$ cat src/hdl/adsd_defs.svh
`ifndef ADSD_DEFS_SVH
`define ADSD_DEFS_SVH

// ********************************
// register indexes (byte address = index * 4)
// ********************************
`define ADSD_CTRL_IDX 12'hfbe
`define ADSD_STAT_IDX 12'hfbf

// ********************************
// reset values
// ********************************
`define ADSD_CTRL_RST 8'h00
`define ADSD_STAT_RST 8'h00

// ********************************
// field positions
// ********************************
`define ADSD_EN_BIT 7
`define ADSD_SCAN_IRQ_ENABLE_BIT 6
`define ADSD_LAST_MSB 3
`define ADSD_LAST_LSB 0
`define ADSD_CUR_MSB 7
`define ADSD_CUR_LSB 4
`define ADSD_FLAG_SCAN 2
`define ADSD_FLAG_CH1 1
`define ADSD_FLAG_CH0 0

// ********************************
// limits and bus answers
// ********************************
`define ADSD_LAST_MAX 4'hb
`define ADSD_RESP_OKAY 2'b00
`define ADSD_RESP_SLVERR 2'b10

`endif

$ cat src/hdl/adsd_pkg.sv
package adsd_pkg;
	// sequencer states, gray coded along idle -> request -> wait -> transfer; transfer -> request flips both bits
	typedef enum logic [1:0] {
		adsd_idle = 2'b00,
		adsd_conv_req = 2'b01,
		adsd_conv_wait = 2'b11,
		adsd_xfer = 2'b10
	} adsd_state_e;
endpackage

$ cat src/hdl/adsd_result_writer.sv
`timescale 1ns/100ps
`include "adsd_defs.svh"

module adsd_result_writer (
	input wire logic aclk, // system clock
	input wire logic aresetn, // synchronous reset, active low
	input wire logic start, // one-cycle request to store a result
	input wire logic abort, // drop any write under way
	input wire logic [6:0] base_upper, // upper seven address bits
	input wire logic [3:0] input_number, // analog input of the result
	input wire logic [9:0] result, // ten-bit conversion value
	output logic rf_wr_valid, // byte write offered
	input wire logic rf_wr_ready, // register file takes the byte
	output logic [11:0] rf_wr_addr, // byte address
	output logic [7:0] rf_wr_data, // byte data
	output logic done // one-cycle pulse after the odd byte
);
	logic second;
	logic [1:0] low_bits;
	wire take = rf_wr_valid && rf_wr_ready;

	// ********************************
	// two byte writes: high part even, low part odd
	// ********************************
	always_ff @(posedge aclk) begin
		if (!aresetn || abort) begin
			rf_wr_valid <= 1'b0;
			rf_wr_addr <= 12'h000;
			rf_wr_data <= 8'h00;
			second <= 1'b0;
			low_bits <= 2'b00;
			done <= 1'b0;
		end else begin
			done <= 1'b0;
			if (start && !rf_wr_valid) begin
				rf_wr_valid <= 1'b1;
				rf_wr_addr <= {base_upper, input_number, 1'b0};
				rf_wr_data <= result[9:2];
				low_bits <= result[1:0];
				second <= 1'b0;
			end else if (take && !second) begin
				rf_wr_addr <= {rf_wr_addr[11:1], 1'b1};
				rf_wr_data <= {low_bits, 6'h00};
				second <= 1'b1;
			end else if (take) begin
				rf_wr_valid <= 1'b0;
				second <= 1'b0;
				done <= 1'b1;
			end
		end
	end
endmodule

$ cat src/hdl/adsd_scan_dma.sv
`timescale 1ns/100ps
`include "adsd_defs.svh"

// Summary of operation
// - enable clear stops the channel and forces last-input field to zero
// - with interrupt enable set, interrupt after storing the last input's result
// - with interrupt enable clear, the channel never raises an interrupt
// - last-input value N from 0 to 11 updates inputs 0 through N
// - each input is converted first, then its result is transferred
// - status upper nibble shows the input now being converted
// - any status read clears all three indicator bits
// - scan indicator set when last input stored and interrupt raised
// - channel one indicator set when that channel finishes and interrupts
// - channel zero indicator set when that channel finishes and interrupts
// - automatic conversion and transfer for one up to twelve inputs
// - every result handled is a ten-bit value
// - address is upper seven bits, input number, then a zero
// - high byte at even address, remaining bits at the odd address
module adsd_scan_dma #(
	parameter int ADDR_W = 16 // axi address width
) (
	input wire logic aclk, // system clock, 200 MHz
	input wire logic aresetn, // synchronous reset, active low
	input wire logic [ADDR_W-1:0] s_axi_awaddr, // write address
	input wire logic [2:0] s_axi_awprot, // write protection, unused
	input wire logic s_axi_awvalid, // write address valid
	output logic s_axi_awready, // write address ready
	input wire logic [31:0] s_axi_wdata, // write data
	input wire logic [3:0] s_axi_wstrb, // write strobes
	input wire logic s_axi_wvalid, // write data valid
	output logic s_axi_wready, // write data ready
	output logic [1:0] s_axi_bresp, // write response
	output logic s_axi_bvalid, // write response valid
	input wire logic s_axi_bready, // write response ready
	input wire logic [ADDR_W-1:0] s_axi_araddr, // read address
	input wire logic [2:0] s_axi_arprot, // read protection, unused
	input wire logic s_axi_arvalid, // read address valid
	output logic s_axi_arready, // read address ready
	output logic [31:0] s_axi_rdata, // read data
	output logic [1:0] s_axi_rresp, // read response
	output logic s_axi_rvalid, // read data valid
	input wire logic s_axi_rready, // read data ready
	input wire logic [6:0] result_base_upper_bits, // upper address bits of result block
	output logic conv_start, // one-cycle conversion request
	output logic [3:0] conv_input, // analog input to convert
	input wire logic conv_done, // one-cycle end of conversion
	input wire logic [9:0] conv_result, // result, valid with conv_done
	output logic rf_wr_valid, // register file byte write offered
	input wire logic rf_wr_ready, // register file takes the byte
	output logic [11:0] rf_wr_addr, // register file byte address
	output logic [7:0] rf_wr_data, // register file byte data
	input wire logic chan0_done, // general channel zero end pulse
	input wire logic chan1_done, // general channel one end pulse
	output logic scan_irq // one-cycle interrupt after a full scan
);
	// the index decode needs twelve address bits above the byte lane
	generate
		if (ADDR_W < 14) begin : g_addr_check
			$error("ADDR_W must be at least 14");
		end
	endgenerate

	// reset images of both registers, taken apart field by field below
	localparam logic [7:0] CTRL_RST = `ADSD_CTRL_RST;
	localparam logic [7:0] STAT_RST = `ADSD_STAT_RST;

	// ********************************
	// address decode
	// ********************************
	// true when a byte address falls on the given register index
	function automatic logic hits(input logic [ADDR_W-1:0] addr, input logic [11:0] idx);
		hits = (addr[ADDR_W-1:2] == (ADDR_W-2)'(idx));
	endfunction

	// ********************************
	// state
	// ********************************
	// register fields
	logic ctrl_en;
	logic ctrl_scan_irq_enable;
	logic [3:0] ctrl_last;
	logic flag_scan;
	logic flag_ch1;
	logic flag_ch0;
	logic [3:0] cur;
	adsd_pkg::adsd_state_e state;
	adsd_pkg::adsd_state_e next_state;
	// write channel holding registers
	logic aw_held;
	logic w_held;
	logic [ADDR_W-1:0] aw_addr_q;
	logic [7:0] wdata_q;
	logic wstrb_q;
	// hand-off from sequencer to result writer
	logic wr_start;
	logic [9:0] result_q;
	logic wr_done;

	// ********************************
	// write channel
	// ********************************
	// each channel may arrive alone; both are held until the write happens
	assign s_axi_awready = !aw_held && !s_axi_bvalid;
	assign s_axi_wready = !w_held && !s_axi_bvalid;
	wire do_write = aw_held && w_held && !s_axi_bvalid;
	wire wr_ctrl = hits(aw_addr_q, `ADSD_CTRL_IDX);
	wire wr_stat = hits(aw_addr_q, `ADSD_STAT_IDX);
	wire ctrl_write = do_write && wr_ctrl && wstrb_q;

	// address and data parked until both are in, then the write lands with its response
	always_ff @(posedge aclk) begin
		if (!aresetn) begin
			aw_held <= 1'b0;
			w_held <= 1'b0;
			aw_addr_q <= '0;
			wdata_q <= 8'h00;
			wstrb_q <= 1'b0;
			s_axi_bvalid <= 1'b0;
			s_axi_bresp <= `ADSD_RESP_OKAY;
		end else begin
			if (s_axi_awvalid && s_axi_awready) begin
				aw_held <= 1'b1;
				aw_addr_q <= s_axi_awaddr;
			end
			if (s_axi_wvalid && s_axi_wready) begin
				w_held <= 1'b1;
				wdata_q <= s_axi_wdata[7:0];
				wstrb_q <= s_axi_wstrb[0];
			end
			if (do_write) begin
				aw_held <= 1'b0;
				w_held <= 1'b0;
				s_axi_bvalid <= 1'b1;
				s_axi_bresp <= (wr_ctrl || wr_stat) ? `ADSD_RESP_OKAY : `ADSD_RESP_SLVERR;
			end else if (s_axi_bvalid && s_axi_bready) begin
				s_axi_bvalid <= 1'b0;
			end
		end
	end

	// ********************************
	// control register
	// ********************************
	// bits five and four are not stored; software keeps them zero anyway
	wire next_en = ctrl_write ? wdata_q[`ADSD_EN_BIT] : ctrl_en;
	// field clear follows the enable of this cycle, so a disabling write drops its own field
	always_ff @(posedge aclk) begin
		if (!aresetn) begin
			ctrl_en <= CTRL_RST[`ADSD_EN_BIT];
			ctrl_scan_irq_enable <= CTRL_RST[`ADSD_SCAN_IRQ_ENABLE_BIT];
			ctrl_last <= CTRL_RST[`ADSD_LAST_MSB:`ADSD_LAST_LSB];
		end else begin
			ctrl_en <= next_en;
			if (ctrl_write) begin
				ctrl_scan_irq_enable <= wdata_q[`ADSD_SCAN_IRQ_ENABLE_BIT];
			end
			if (!next_en) begin
				ctrl_last <= 4'h0;
			end else if (ctrl_write) begin
				ctrl_last <= wdata_q[`ADSD_LAST_MSB:`ADSD_LAST_LSB];
			end
		end
	end

	// reserved codes are clamped so the scan can never run past input eleven
	wire [3:0] eff_last = (ctrl_last > `ADSD_LAST_MAX) ? `ADSD_LAST_MAX : ctrl_last;
	wire at_last = (cur >= eff_last);

	// ********************************
	// read channel
	// ********************************
	// address refused while read data waits, so one read at a time
	assign s_axi_arready = !s_axi_rvalid;
	wire rd_take = s_axi_arvalid && s_axi_arready;
	wire rd_ctrl = hits(s_axi_araddr, `ADSD_CTRL_IDX);
	wire rd_stat = hits(s_axi_araddr, `ADSD_STAT_IDX);
	// reserved control bits read back as zero
	wire [7:0] ctrl_view = {ctrl_en, ctrl_scan_irq_enable, 2'b00, ctrl_last};
	wire [7:0] stat_view = {cur, 1'b0, flag_scan, flag_ch1, flag_ch0};
	wire [7:0] rd_byte = rd_ctrl ? ctrl_view : (rd_stat ? stat_view : 8'h00);

	// data captured at the handshake; a status read returns the flags before they clear
	always_ff @(posedge aclk) begin
		if (!aresetn) begin
			s_axi_rvalid <= 1'b0;
			s_axi_rdata <= 32'h0000_0000;
			s_axi_rresp <= `ADSD_RESP_OKAY;
		end else if (rd_take) begin
			s_axi_rvalid <= 1'b1;
			s_axi_rdata <= {24'h00_0000, rd_byte};
			s_axi_rresp <= (rd_ctrl || rd_stat) ? `ADSD_RESP_OKAY : `ADSD_RESP_SLVERR;
		end else if (s_axi_rvalid && s_axi_rready) begin
			s_axi_rvalid <= 1'b0;
		end
	end

	// ********************************
	// scan sequencer
	// ********************************
	// a scan ends when the last input's odd byte is stored
	wire scan_end = (state == adsd_pkg::adsd_xfer) && wr_done && at_last;
	wire raise_irq = scan_end && ctrl_scan_irq_enable;

	// next state; disable always wins and parks the channel
	always_comb begin
		next_state = state;
		case (state)
			adsd_pkg::adsd_idle: begin
				if (ctrl_en) begin
					next_state = adsd_pkg::adsd_conv_req;
				end
			end
			adsd_pkg::adsd_conv_req: begin
				next_state = adsd_pkg::adsd_conv_wait;
			end
			adsd_pkg::adsd_conv_wait: begin
				if (conv_done) begin
					next_state = adsd_pkg::adsd_xfer;
				end
			end
			adsd_pkg::adsd_xfer: begin
				if (wr_done) begin
					next_state = adsd_pkg::adsd_conv_req;
				end
			end
			default: begin
				next_state = adsd_pkg::adsd_idle;
			end
		endcase
		if (!ctrl_en) begin
			next_state = adsd_pkg::adsd_idle;
		end
	end

	// input number advances only after its result is stored, and clears to zero while disabled or idle
	always_ff @(posedge aclk) begin
		if (!aresetn) begin
			state <= adsd_pkg::adsd_idle;
			cur <= STAT_RST[`ADSD_CUR_MSB:`ADSD_CUR_LSB];
			wr_start <= 1'b0;
			result_q <= 10'h000;
		end else begin
			state <= next_state;
			wr_start <= 1'b0;
			if (!ctrl_en || state == adsd_pkg::adsd_idle) begin
				cur <= 4'h0;
			end else if (state == adsd_pkg::adsd_xfer && wr_done) begin
				cur <= at_last ? 4'h0 : cur + 4'h1;
			end
			if (state == adsd_pkg::adsd_conv_wait && conv_done && ctrl_en) begin
				result_q <= conv_result;
				wr_start <= 1'b1;
			end
		end
	end

	// request is a one-cycle strobe with no handshake, the input number comes from the register
	assign conv_start = (state == adsd_pkg::adsd_conv_req);
	assign conv_input = cur;

	// ********************************
	// result transfer
	// ********************************
	// writer held clear while the channel is disabled
	adsd_result_writer u_writer (
		.aclk(aclk),
		.aresetn(aresetn),
		.start(wr_start),
		.abort(!ctrl_en),
		.base_upper(result_base_upper_bits),
		.input_number(cur),
		.result(result_q),
		.rf_wr_valid(rf_wr_valid),
		.rf_wr_ready(rf_wr_ready),
		.rf_wr_addr(rf_wr_addr),
		.rf_wr_data(rf_wr_data),
		.done(wr_done)
	);

	// ********************************
	// indicators and interrupt
	// ********************************
	// a set in the same cycle as the clearing read wins, so no event is lost
	wire stat_read = rd_take && rd_stat;
	always_ff @(posedge aclk) begin
		if (!aresetn) begin
			flag_scan <= STAT_RST[`ADSD_FLAG_SCAN];
			flag_ch1 <= STAT_RST[`ADSD_FLAG_CH1];
			flag_ch0 <= STAT_RST[`ADSD_FLAG_CH0];
			scan_irq <= 1'b0;
		end else begin
			flag_scan <= raise_irq || (flag_scan && !stat_read);
			flag_ch1 <= chan1_done || (flag_ch1 && !stat_read);
			flag_ch0 <= chan0_done || (flag_ch0 && !stat_read);
			scan_irq <= raise_irq;
		end
	end
endmodule

$ cat config.mk
export PLATFORM = sky130hd
export DESIGN_NAME = adsd_scan_dma
export DESIGN_NICKNAME = d
export VERILOG_FILES = /design/src/hdl/adsd_pkg.sv /design/src/hdl/adsd_result_writer.sv /design/src/hdl/adsd_scan_dma.sv
export VERILOG_INCLUDE_DIRS = /design/src /design/src/hdl
export SDC_FILE = /design/constraint.sdc
export NUM_CORES = 1
export LEC_CHECK = 0
export BUFFER_PORTS_ARGS = -buffer_cell sky130_fd_sc_hd__buf_2
export CAP_MARGIN = 15
export CORE_MARGIN = 4
export CORE_UTILIZATION = 43
export CTS_BUF_LIST = sky130_fd_sc_hd__clkbuf_4
export DETAILED_ROUTE_END_ITERATION = 8
export PLACE_DENSITY = 0.78
export REMOVE_ABC_BUFFERS = 1
export SETUP_SLACK_MARGIN = 0.3
export SYNTH_ARGS = -nofsm -noshare
export SYNTH_HDL_FRONTEND = slang
export SYNTH_SLANG_ARGS = --single-unit
$ cat constraint.sdc
create_clock -name aclk -period 1.84 [get_ports aclk]
set_input_delay 0.368 -clock aclk [delete_from_list [all_inputs] [get_ports aclk]]
set_output_delay 0.368 -clock aclk [all_outputs]
set_load 0.03 [all_outputs]
==> Flow_metrics.wiki, run 1 <==
{| class="wikitable"
! Metric !! Value
|-
| Fraction of registers with async set or reset after synthesis || 0
|-
| Sink count of the clock tree || 87
|-
| CP max FO || 4
|-
| Maximum level of the CTS H-tree || 3
|-
| Most common cell on crit path || buf_4
|-
| Maximum operating frequency || 536 MHz
|-
| Dominant synthesized flop cell || dfxtp_1
|-
| CP peak stage delay || about 350 ps
|-
| Data arrival time of the worst path || 2190 ps
|-
| Placed standard-cell area || approximately 0.0042 mm^2
|-
| Final worst clock skew || 15.3 ps
|-
| Netlist area before placement || approximately 0.0036 mm^2
|-
| Xor/xnor cell area share of the yosys netlist || 0.00732
|-
| Final Slew Violations || 0
|-
| Proportion of netlist area held by the largest area contributor || 0.485
|-
| Worst Hold Endpoint || s_axi_rvalid
|-
| Die area || 0.00987 mm^2
|-
| Worst reg2reg path startpoint || ctrl_last[3]
|-
| Detail Route Antenna Nets || 0
|-
| Flip-flop and latch count after synthesis || 87
|-
| Synth Area per Inst || 8.43 um^2
|-
| Worst Reg-to-Reg Cells || 7
|-
| Proportion of synthesized area in mux cells || 0.0530
|-
| Worst hold path stage count || 2
|-
| Cell type of the slowest stage on the worst timing path || dfxtp_2
|-
| Worst Setup End Kind || register
|-
| Pwr per Cell Area || 750 mW/mm^2
|-
| Worst rel slew slack || 0.590
|-
| Layout cells sized above 1 || 0.309
|-
| Critical-path cell list || buf_4 -> a21oi_2 -> ha_1 -> a2111oi_4 -> buf_4 -> o31ai_4 -> a211oi_2
|-
| Detailed-placement wirelength estimate || 5.93 mm
|-
| Number of synthesized flops with an enable pin || 0
|-
| Number of global-route vias before repair || roughly 3k
|-
| Worst-Skew Late Latency || 420 ps
|-
| Main combinational cell family by area after synthesis || simple AND/OR/NAND/NOR gates
|-
| Reported max-cap violation count || 0
|-
| Sequential element share of the synthesized area || 0.485
|-
| HP Class || input port to register
|-
| Hold Violations, Final || 0
|-
| Routability-driven placement congestion ratio || ~0.8
|-
| Top-level port count || 170
|-
| Design Area, Final || 0.00445 mm^2
|-
| Yosys warning count || 0
|-
| Crit path required time || 2170 ps
|-
| Slew at the pin closest to its max-slew limit || 609 ps
|-
| Failing checks || negative setup slack
|-
| Synth Area in Adders || 0.0174
|-
| Global-route wire length before repair || between 10 and 15 mm
|-
| Post-route core utilization || 0.544
|-
| Lkg Pwr || ~1.9 nW
|-
| Min-Delay Startpoint || s_axi_rready
|-
| RSZ-0062 raised after global routing || yes
|-
| TNS Setup || -26.5 ps
|-
| GRT Residual Overflow || 0
|-
| IO Port Bufs || about 100
|-
| Floorplan core area || 0.00818 mm^2
|-
| Final-report setup violation count || 1
|-
| Routed WL per cell || 12.6 um
|-
| Global Route Usage Sum || 0.162
|-
| Synth top area cells || dfxtp_1 49%, nand2_1 9.7%, a21oi_1 7.2%
|-
| Share of the cycle needed by the critical path after routing || 1.01
|-
| Initial Utilization || 0.439
|-
| Clock transition time at the flip-flop clock pins of the worst setup and hold paths || 130 ps
|-
| Largest net degree at the start of global routing || 36
|-
| Minimum clock period || 1870 ps
|-
| Root cell of the clock tree || clkbuf_4
|-
| Post-placement cell count || 631
|-
| Drt total wl || 8.16 mm
|-
| Clock buffer count from CTS || 9
|-
| Number of nets in the layout || around 650
|-
| Worst IR drop on VDD || 0.000373 V
|-
| Violation count after the first detailed-routing iteration || 130
|-
| Outcome || complete, but fails checks
|-
| Number of iterations in the first detailed-routing pass || 4
|-
| Number of standard cells in the final layout excluding fillers || 649
|-
| Via density per instance || 4.89
|-
| Reg-to-reg critical path endpoint || conv_input[2]
|-
| Kind of launch point of the worst setup path || register
|-
| Largest area contributor in the netlist || dfxtp_1
|-
| Row Count || 33
|-
| Number of antenna violations at the first check in global routing || 0
|-
| Via count || between 3k and 4k
|-
| Detailed-route DRC error count || 0
|-
| Growth of design area from synthesis to finish || 23.9%
|-
| Ranking of synthesized cells by instance count || 93 x nand2_1, 87 x dfxtp_1, 52 x a21oi_1, 28 x nor2_1, 26 x buf_4
|-
| Simple-gate share of the synthesized area || 0.220
|-
| Die H || 99.4 um
|-
| Crit Path Category || register to register
|-
| Worst setup slack for register-to-register paths || -30 ps
|-
| Number of different library cells in the post-synthesis netlist || 36
|-
| Deepest clock path buffer count || 2
|-
| Area fraction in compound gates after synthesis || 0.128
|-
| CTS tree || done
|-
| Number of diodes || 0
|-
| Mapped Cells || 426
|-
| Die X-Extent || 99.4 um
|-
| Most frequently used cell type in the post-synthesis netlist || nand2_1
|-
| Post-route worst setup slack || -26.5 ps
|}
placed cells by master (no fill, tap or decap), types with 7 or more instances in the layout:
cell,instances
clkbuf_4,12
nand3_1,23
nand2_1,93
dfxtp_2,11
buf_4,24
a21oi_1,51
a211oi_1,9
dfxtp_1,75
nor2_1,26
mux2i_1,19
inv_1,7
buf_2,100
conb_1,26
per-layer routing:
metal	global-route usage	part of all wire	vias to the layer above
met5	0	0	-
met4	0.0735	0.018	0
met3	0.0393	0.074	15
met2	0.279	0.50	109
met1	0.191	0.41	1436
li1	-	-	1612
critical path, delay by kind of cell, from the launching register on:
family / cells / cell delay, ps
flip-flops: 1 / 350
buffers and inverters: 2 / 310
adder cells (fa/ha/maj): 1 / 270
AO/OA/AOI/OAI: 4 / 840
flip-flops by register name (all words and copies together), names as in the netlist, 2 cells and up:
register,flops
aw_addr_q,14
conv_input,4
ctrl_last,4
result_q,10
s_axi_rdata,8
state,2
u_writer.low_bits,2
u_writer.rf_wr_addr,12
u_writer.rf_wr_data,8
wdata_q,6
through the flow:
stage	hold WS [ps]	total power, mW	worst slack [ps]
6_report	114	3.33	-26.5
2_1_floorplan	431	2.22	-255
3_5_place_dp	443	2.35	-89.9
5_1_grt	84.2	3.49	-68.4
4_1_cts	89.5	3.36	81.7
3_3_place_gp	437	2.34	-67.2
area by class of cell:
class	instances	area, um^2
Timing Repair Buffer	127	707
Clock inverter	5	50.0
Tap cell	105	131
Clock buffer	10	75.1
Inverter	8	30.0
Sequential cell	87	1760
Multi-Input combinational cell	307	1690
Fill cell	772	3730
report_power, final:
| group | leakage, nW | internal [mW] | switching [mW] |
|---|---|---|---|
| Clock | 0.0673 | 0.412 | 0.605 |
| Combinational | 1.11 | 0.124 | 0.228 |
| Sequential | 0.712 | 1.93 | 0.0310 |
worst max-delay path by stage:
stage	slack (ps)	cells past startpoint	from	to
4_1_cts	80	7	ctrl_last[2]	conv_input[0]
2_1_floorplan	-260	6	conv_input[0]	conv_input[0]
5_1_grt	-70	7	ctrl_last[3]	conv_input[2]
3_5_place_dp	-90	7	ctrl_last[3]	conv_input[1]
3_3_place_gp	-70	7	ctrl_last[3]	conv_input[1]
6_report	-30	7	ctrl_last[3]	conv_input[2]
cells by family after synthesis:
kind of cell,after synthesis
other cells,1
flops,87
simple gates,175
fa+ha+maj,5
compound gates,79
xor+xnor,3
mux,19
buf+inv,57
repair_timing:
item	in CTS	in global routing
endpoints found under the setup margin	14	18
buffers inserted	3	0
gates cloned	0	0
pin swaps	10	0
gates resized for setup	21	11
hold buffers	0	0
Note: power is estimated with default switching activity, not from simulation.
==> run 2, diff against run 1 <==
ABC_AREA = 1   (was default)
CORE_UTILIZATION = 44   (was 43)
PLACE_DENSITY = 0.79   (was 0.78)
==> Flow_metrics.wiki, run 2 <==
{| class="wikitable"
! Metric !! Value
|-
| Overall power of the completed layout || 3.58 mW (+7.3%)
|-
| Clock transition time at the flip-flop clock pins of the worst setup and hold paths || 140 ps (about the same)
|-
| Routed WL per cell || 11.4 um (-9.5%)
|-
| Minimum clock period || 1480 ps (-391 ps)
|-
| Synth top area cells || dfxtp_1 46%, nor2_1 11%, nand2_1 7.3%
|-
| Sequential element share of the synthesized area || 0.463 (-0.0218)
|-
| Die H || 100 um (+1.1%)
|-
| Detail Route Antenna Nets || 0 (unchanged)
|-
| Dominant synthesized flop cell || dfxtp_1
|-
| Worst Reg-to-Reg Cells || 9 (+2)
|-
| Number of iterations in the first detailed-routing pass || 4 (unchanged)
|-
| Worst Setup End Kind || output port
|-
| Reported max-cap violation count || 0 (unchanged)
|-
| IO Port Bufs || 104 (unchanged)
|-
| Via count || 3343 (+5.4%)
|-
| Most frequent cells in the layout || 106 x nor2_1, 99 x buf_2, 78 x dfxtp_1, 73 x nand2_1, 33 x o21ai_0
|-
| Row Count || 33 (unchanged)
|-
| HP Class || input port to register
|-
| Drt total wl || 8.16 mm (about the same)
|-
| Biggest register || aw_addr_q
|-
| CTS tree || done
|-
| Worst IR drop on VDD || 0.000410 V (+10%)
|-
| Most common cell after layout, fill and taps aside || nor2_1
|-
| Sink count of the clock tree || 87 (unchanged)
|-
| Final worst clock skew || 11.9 ps (-3.32 ps)
|-
| Registers with the most flip-flops || aw_addr_q (14), u_writer.rf_wr_addr (12), result_q (10)
|-
| Deepest clock path buffer count || 2 (unchanged)
|-
| CP max FO || 4 (unchanged)
|-
| Clock buffer count from CTS || 9 (unchanged)
|-
| Crit Path Category || register to output port
|-
| Number of antenna violations at the first check in global routing || 0 (unchanged)
|-
| Detailed-placement wirelength estimate || 6.30 mm (+6.3%)
|-
| Number of different library cells in the post-synthesis netlist || 32 (-11%)
|-
| Number of global-route vias before repair || 3054 (+4.2%)
|-
| Floorplan core area || 0.00826 mm^2 (+1.0%)
|-
| Initial Utilization || 0.455 (+0.0161)
|-
| Detailed-route DRC error count || 0 (unchanged)
|-
| Synth Area per Inst || 7.53 um^2 (-11%)
|-
| Maximum operating frequency || 678 MHz (+27%)
|-
| Proportion of netlist area held by the largest area contributor || 0.463 (-0.0218)
|-
| Worst-Skew Late Latency || 420 ps (about the same)
|-
| Final Slew Violations || 0 (unchanged)
|-
| Number of standard cells in the final layout excluding fillers || 717 (+10%)
|-
| Final-report setup violation count || 0 (-1)
|-
| Root cell of the clock tree || clkbuf_4
|-
| Kind of launch point of the worst setup path || register
|-
| Reg-to-reg critical path endpoint || flag_scan
|-
| Number of diodes || 0 (unchanged)
|-
| RSZ-0062 raised after global routing || yes
|-
| Mapped Cells || 499 (+17%)
|-
| Lkg Pwr || 2.16 nW (+14%)
|-
| Max FFs per register || 14 (unchanged)
|-
| Yosys warning count || 0 (unchanged)
|-
| Termination of the worst setup path || conv_start
|-
| Growth of design area from synthesis to finish || 19.8%
|-
| Number of nets in the layout || 714 (+10%)
|-
| Global Route Usage Sum || 0.159 (-0.00299)
|-
| Fraction of registers with async set or reset after synthesis || 0 (unchanged)
|-
| Die X-Extent || 100 um (+1.1%)
|-
| Worst setup slack for register-to-register paths || 370 ps (+400 ps)
|-
| Ranking of synthesized cells by instance count || 108 x nor2_1, 87 x dfxtp_1, 73 x nand2_1, 34 x o21ai_0
|-
| Layout cells sized above 1 || 0.271 (-0.0376)
|-
| TNS Setup || 0 ps (+26.5 ps)
|-
| Post-placement cell count || 700 (+11%)
|-
| Hold Buf Count CTS || 0 (unchanged)
|-
| Pwr per Cell Area || 794 mW/mm^2 (+6.0%)
|-
| Top-level port count || 170 (unchanged)
|-
| Flip-flop and latch count after synthesis || 87 (unchanged)
|-
| Netlist area before placement || 0.00376 mm^2 (+4.7%)
|-
| Die area || 0.0101 mm^2 (+2.1%)
|-
| Hold Violations, Final || 0 (unchanged)
|-
| Number of synthesized flops with an enable pin || 0 (unchanged)
|-
| Maximum level of the CTS H-tree || 3 (unchanged)
|-
| Design Area, Final || 0.00450 mm^2 (+1.3%)
|-
| Largest area contributor in the netlist || dfxtp_1
|-
| Global-route wire length before repair || 13.0 mm (about the same)
|-
| Via density per instance || 4.66 (-4.6%)
|-
| Outcome || finished, final reports clean
|-
| GRT Residual Overflow || 0 (unchanged)
|-
| Worst reg2reg path startpoint || ctrl_last[3]
|-
| Crit path required time || 1470 ps (-700 ps)
|-
| CP startpoint || state[0]
|-
| Data arrival time of the worst path || 1110 ps (-1080 ps)
|-
| Violation count after the first detailed-routing iteration || 77 (-41%)
|-
| Routability-driven placement congestion ratio || 0.852 (+3.3%)
|-
| Placed standard-cell area || 0.00430 mm^2 (+2.3%)
|-
| Share of the cycle needed by the critical path after routing || 0.802 (-0.213)
|-
| Most frequently used cell type in the post-synthesis netlist || nor2_1
|-
| Largest net degree at the start of global routing || 27 (-25%)
|}
==> run 2: cell count changes in the layout (fill, tap and decap cells not counted), sizes merged, moves of 4 or more <==
| cell | delta |
|---|---|
| nor2 | +92 |
| o21ai | +46 |
| inv | +32 |
| a21oi | -20 |
| mux2i | -19 |
| nand2 | -16 |
| buf | -14 |
| a211oi | -13 |
| nand2b | -6 |
| clkinv | +4 |
| nor2b | -4 |
==> run 2: power by group <==
group | internal [mW] | total (mW) | switching, mW
Clock | 0.563 | 1.19 | 0.631
Combinational | 0.128 | 0.397 | 0.269
Sequential | 1.95 | 1.99 | 0.0364
==> run 2: final cells by class <==
class                           count  area, um^2
Tap cell                          105         131
Clock inverter                      6        85.1
Inverter                           44         165
Clock buffer                       10        75.1
Fill cell                         797        3750
Multi-Input combinational cell    353        1690
Sequential cell                    87        1750
Timing Repair Buffer              112         601
==> run 2: logic make-up after synthesis <==
family	after synthesis	share of synthesized area
other	1	0.000998
AO/OA/AOI/OAI	89	0.123
flip-flops	87	0.463
XOR/XNOR	3	0.00699
buffers and inverters	84	0.114
AND/OR/NAND/NOR	230	0.275
adder cells (fa/ha/maj)	5	0.0166
==> run 2: critical path, stage by stage, from the launching register on <==
cell and delay (ps):
dfxtp_2 370, inv_2 60, nor2_4 120, buf_6 140
==> run 2: how the worst min path moves through the flow <==
stage	from	to	depth (start not counted)	slack, ps
after floorplan	wdata_q[7]	wdata_q[7]	2	430
after global placement	wdata_q[7]	wdata_q[7]	2	440
after detailed placement	wdata_q[7]	wdata_q[7]	2	450
after CTS	result_base_upper_bits[5]	u_writer.rf_wr_addr[10]	3	120
after global routing	result_base_upper_bits[5]	u_writer.rf_wr_addr[10]	3	120
final	conv_result[5]	result_q[5]	3	160
==> run 2: through the flow <==
step           utilization  hold WS (ps)  setup slack (ps)
3_5_place_dp         0.520           451               282
4_1_cts              0.541           122               272
3_3_place_gp         0.520           444               315
5_1_grt              0.545           121               286
2_1_floorplan            -           429               239
6_report             0.545           163               365
==> run 2: what timing repair did <==
item / CTS / global route
gates resized for setup: 7 / 15
setup buffers: 0 / 1
endpoints found under the setup margin: 8 / 10
pin swaps: 0 / 2
==> run 2: layer usage <==
metal / vias to the layer above / share of wire / GRT usage
li1: 1761 / - / -
met1: 1460 / 0.43 / 0.185
met2: 109 / 0.48 / 0.281
met3: 13 / 0.072 / 0.0327
met4: 0 / 0.019 / 0.0705
met5: - / 0 / 0
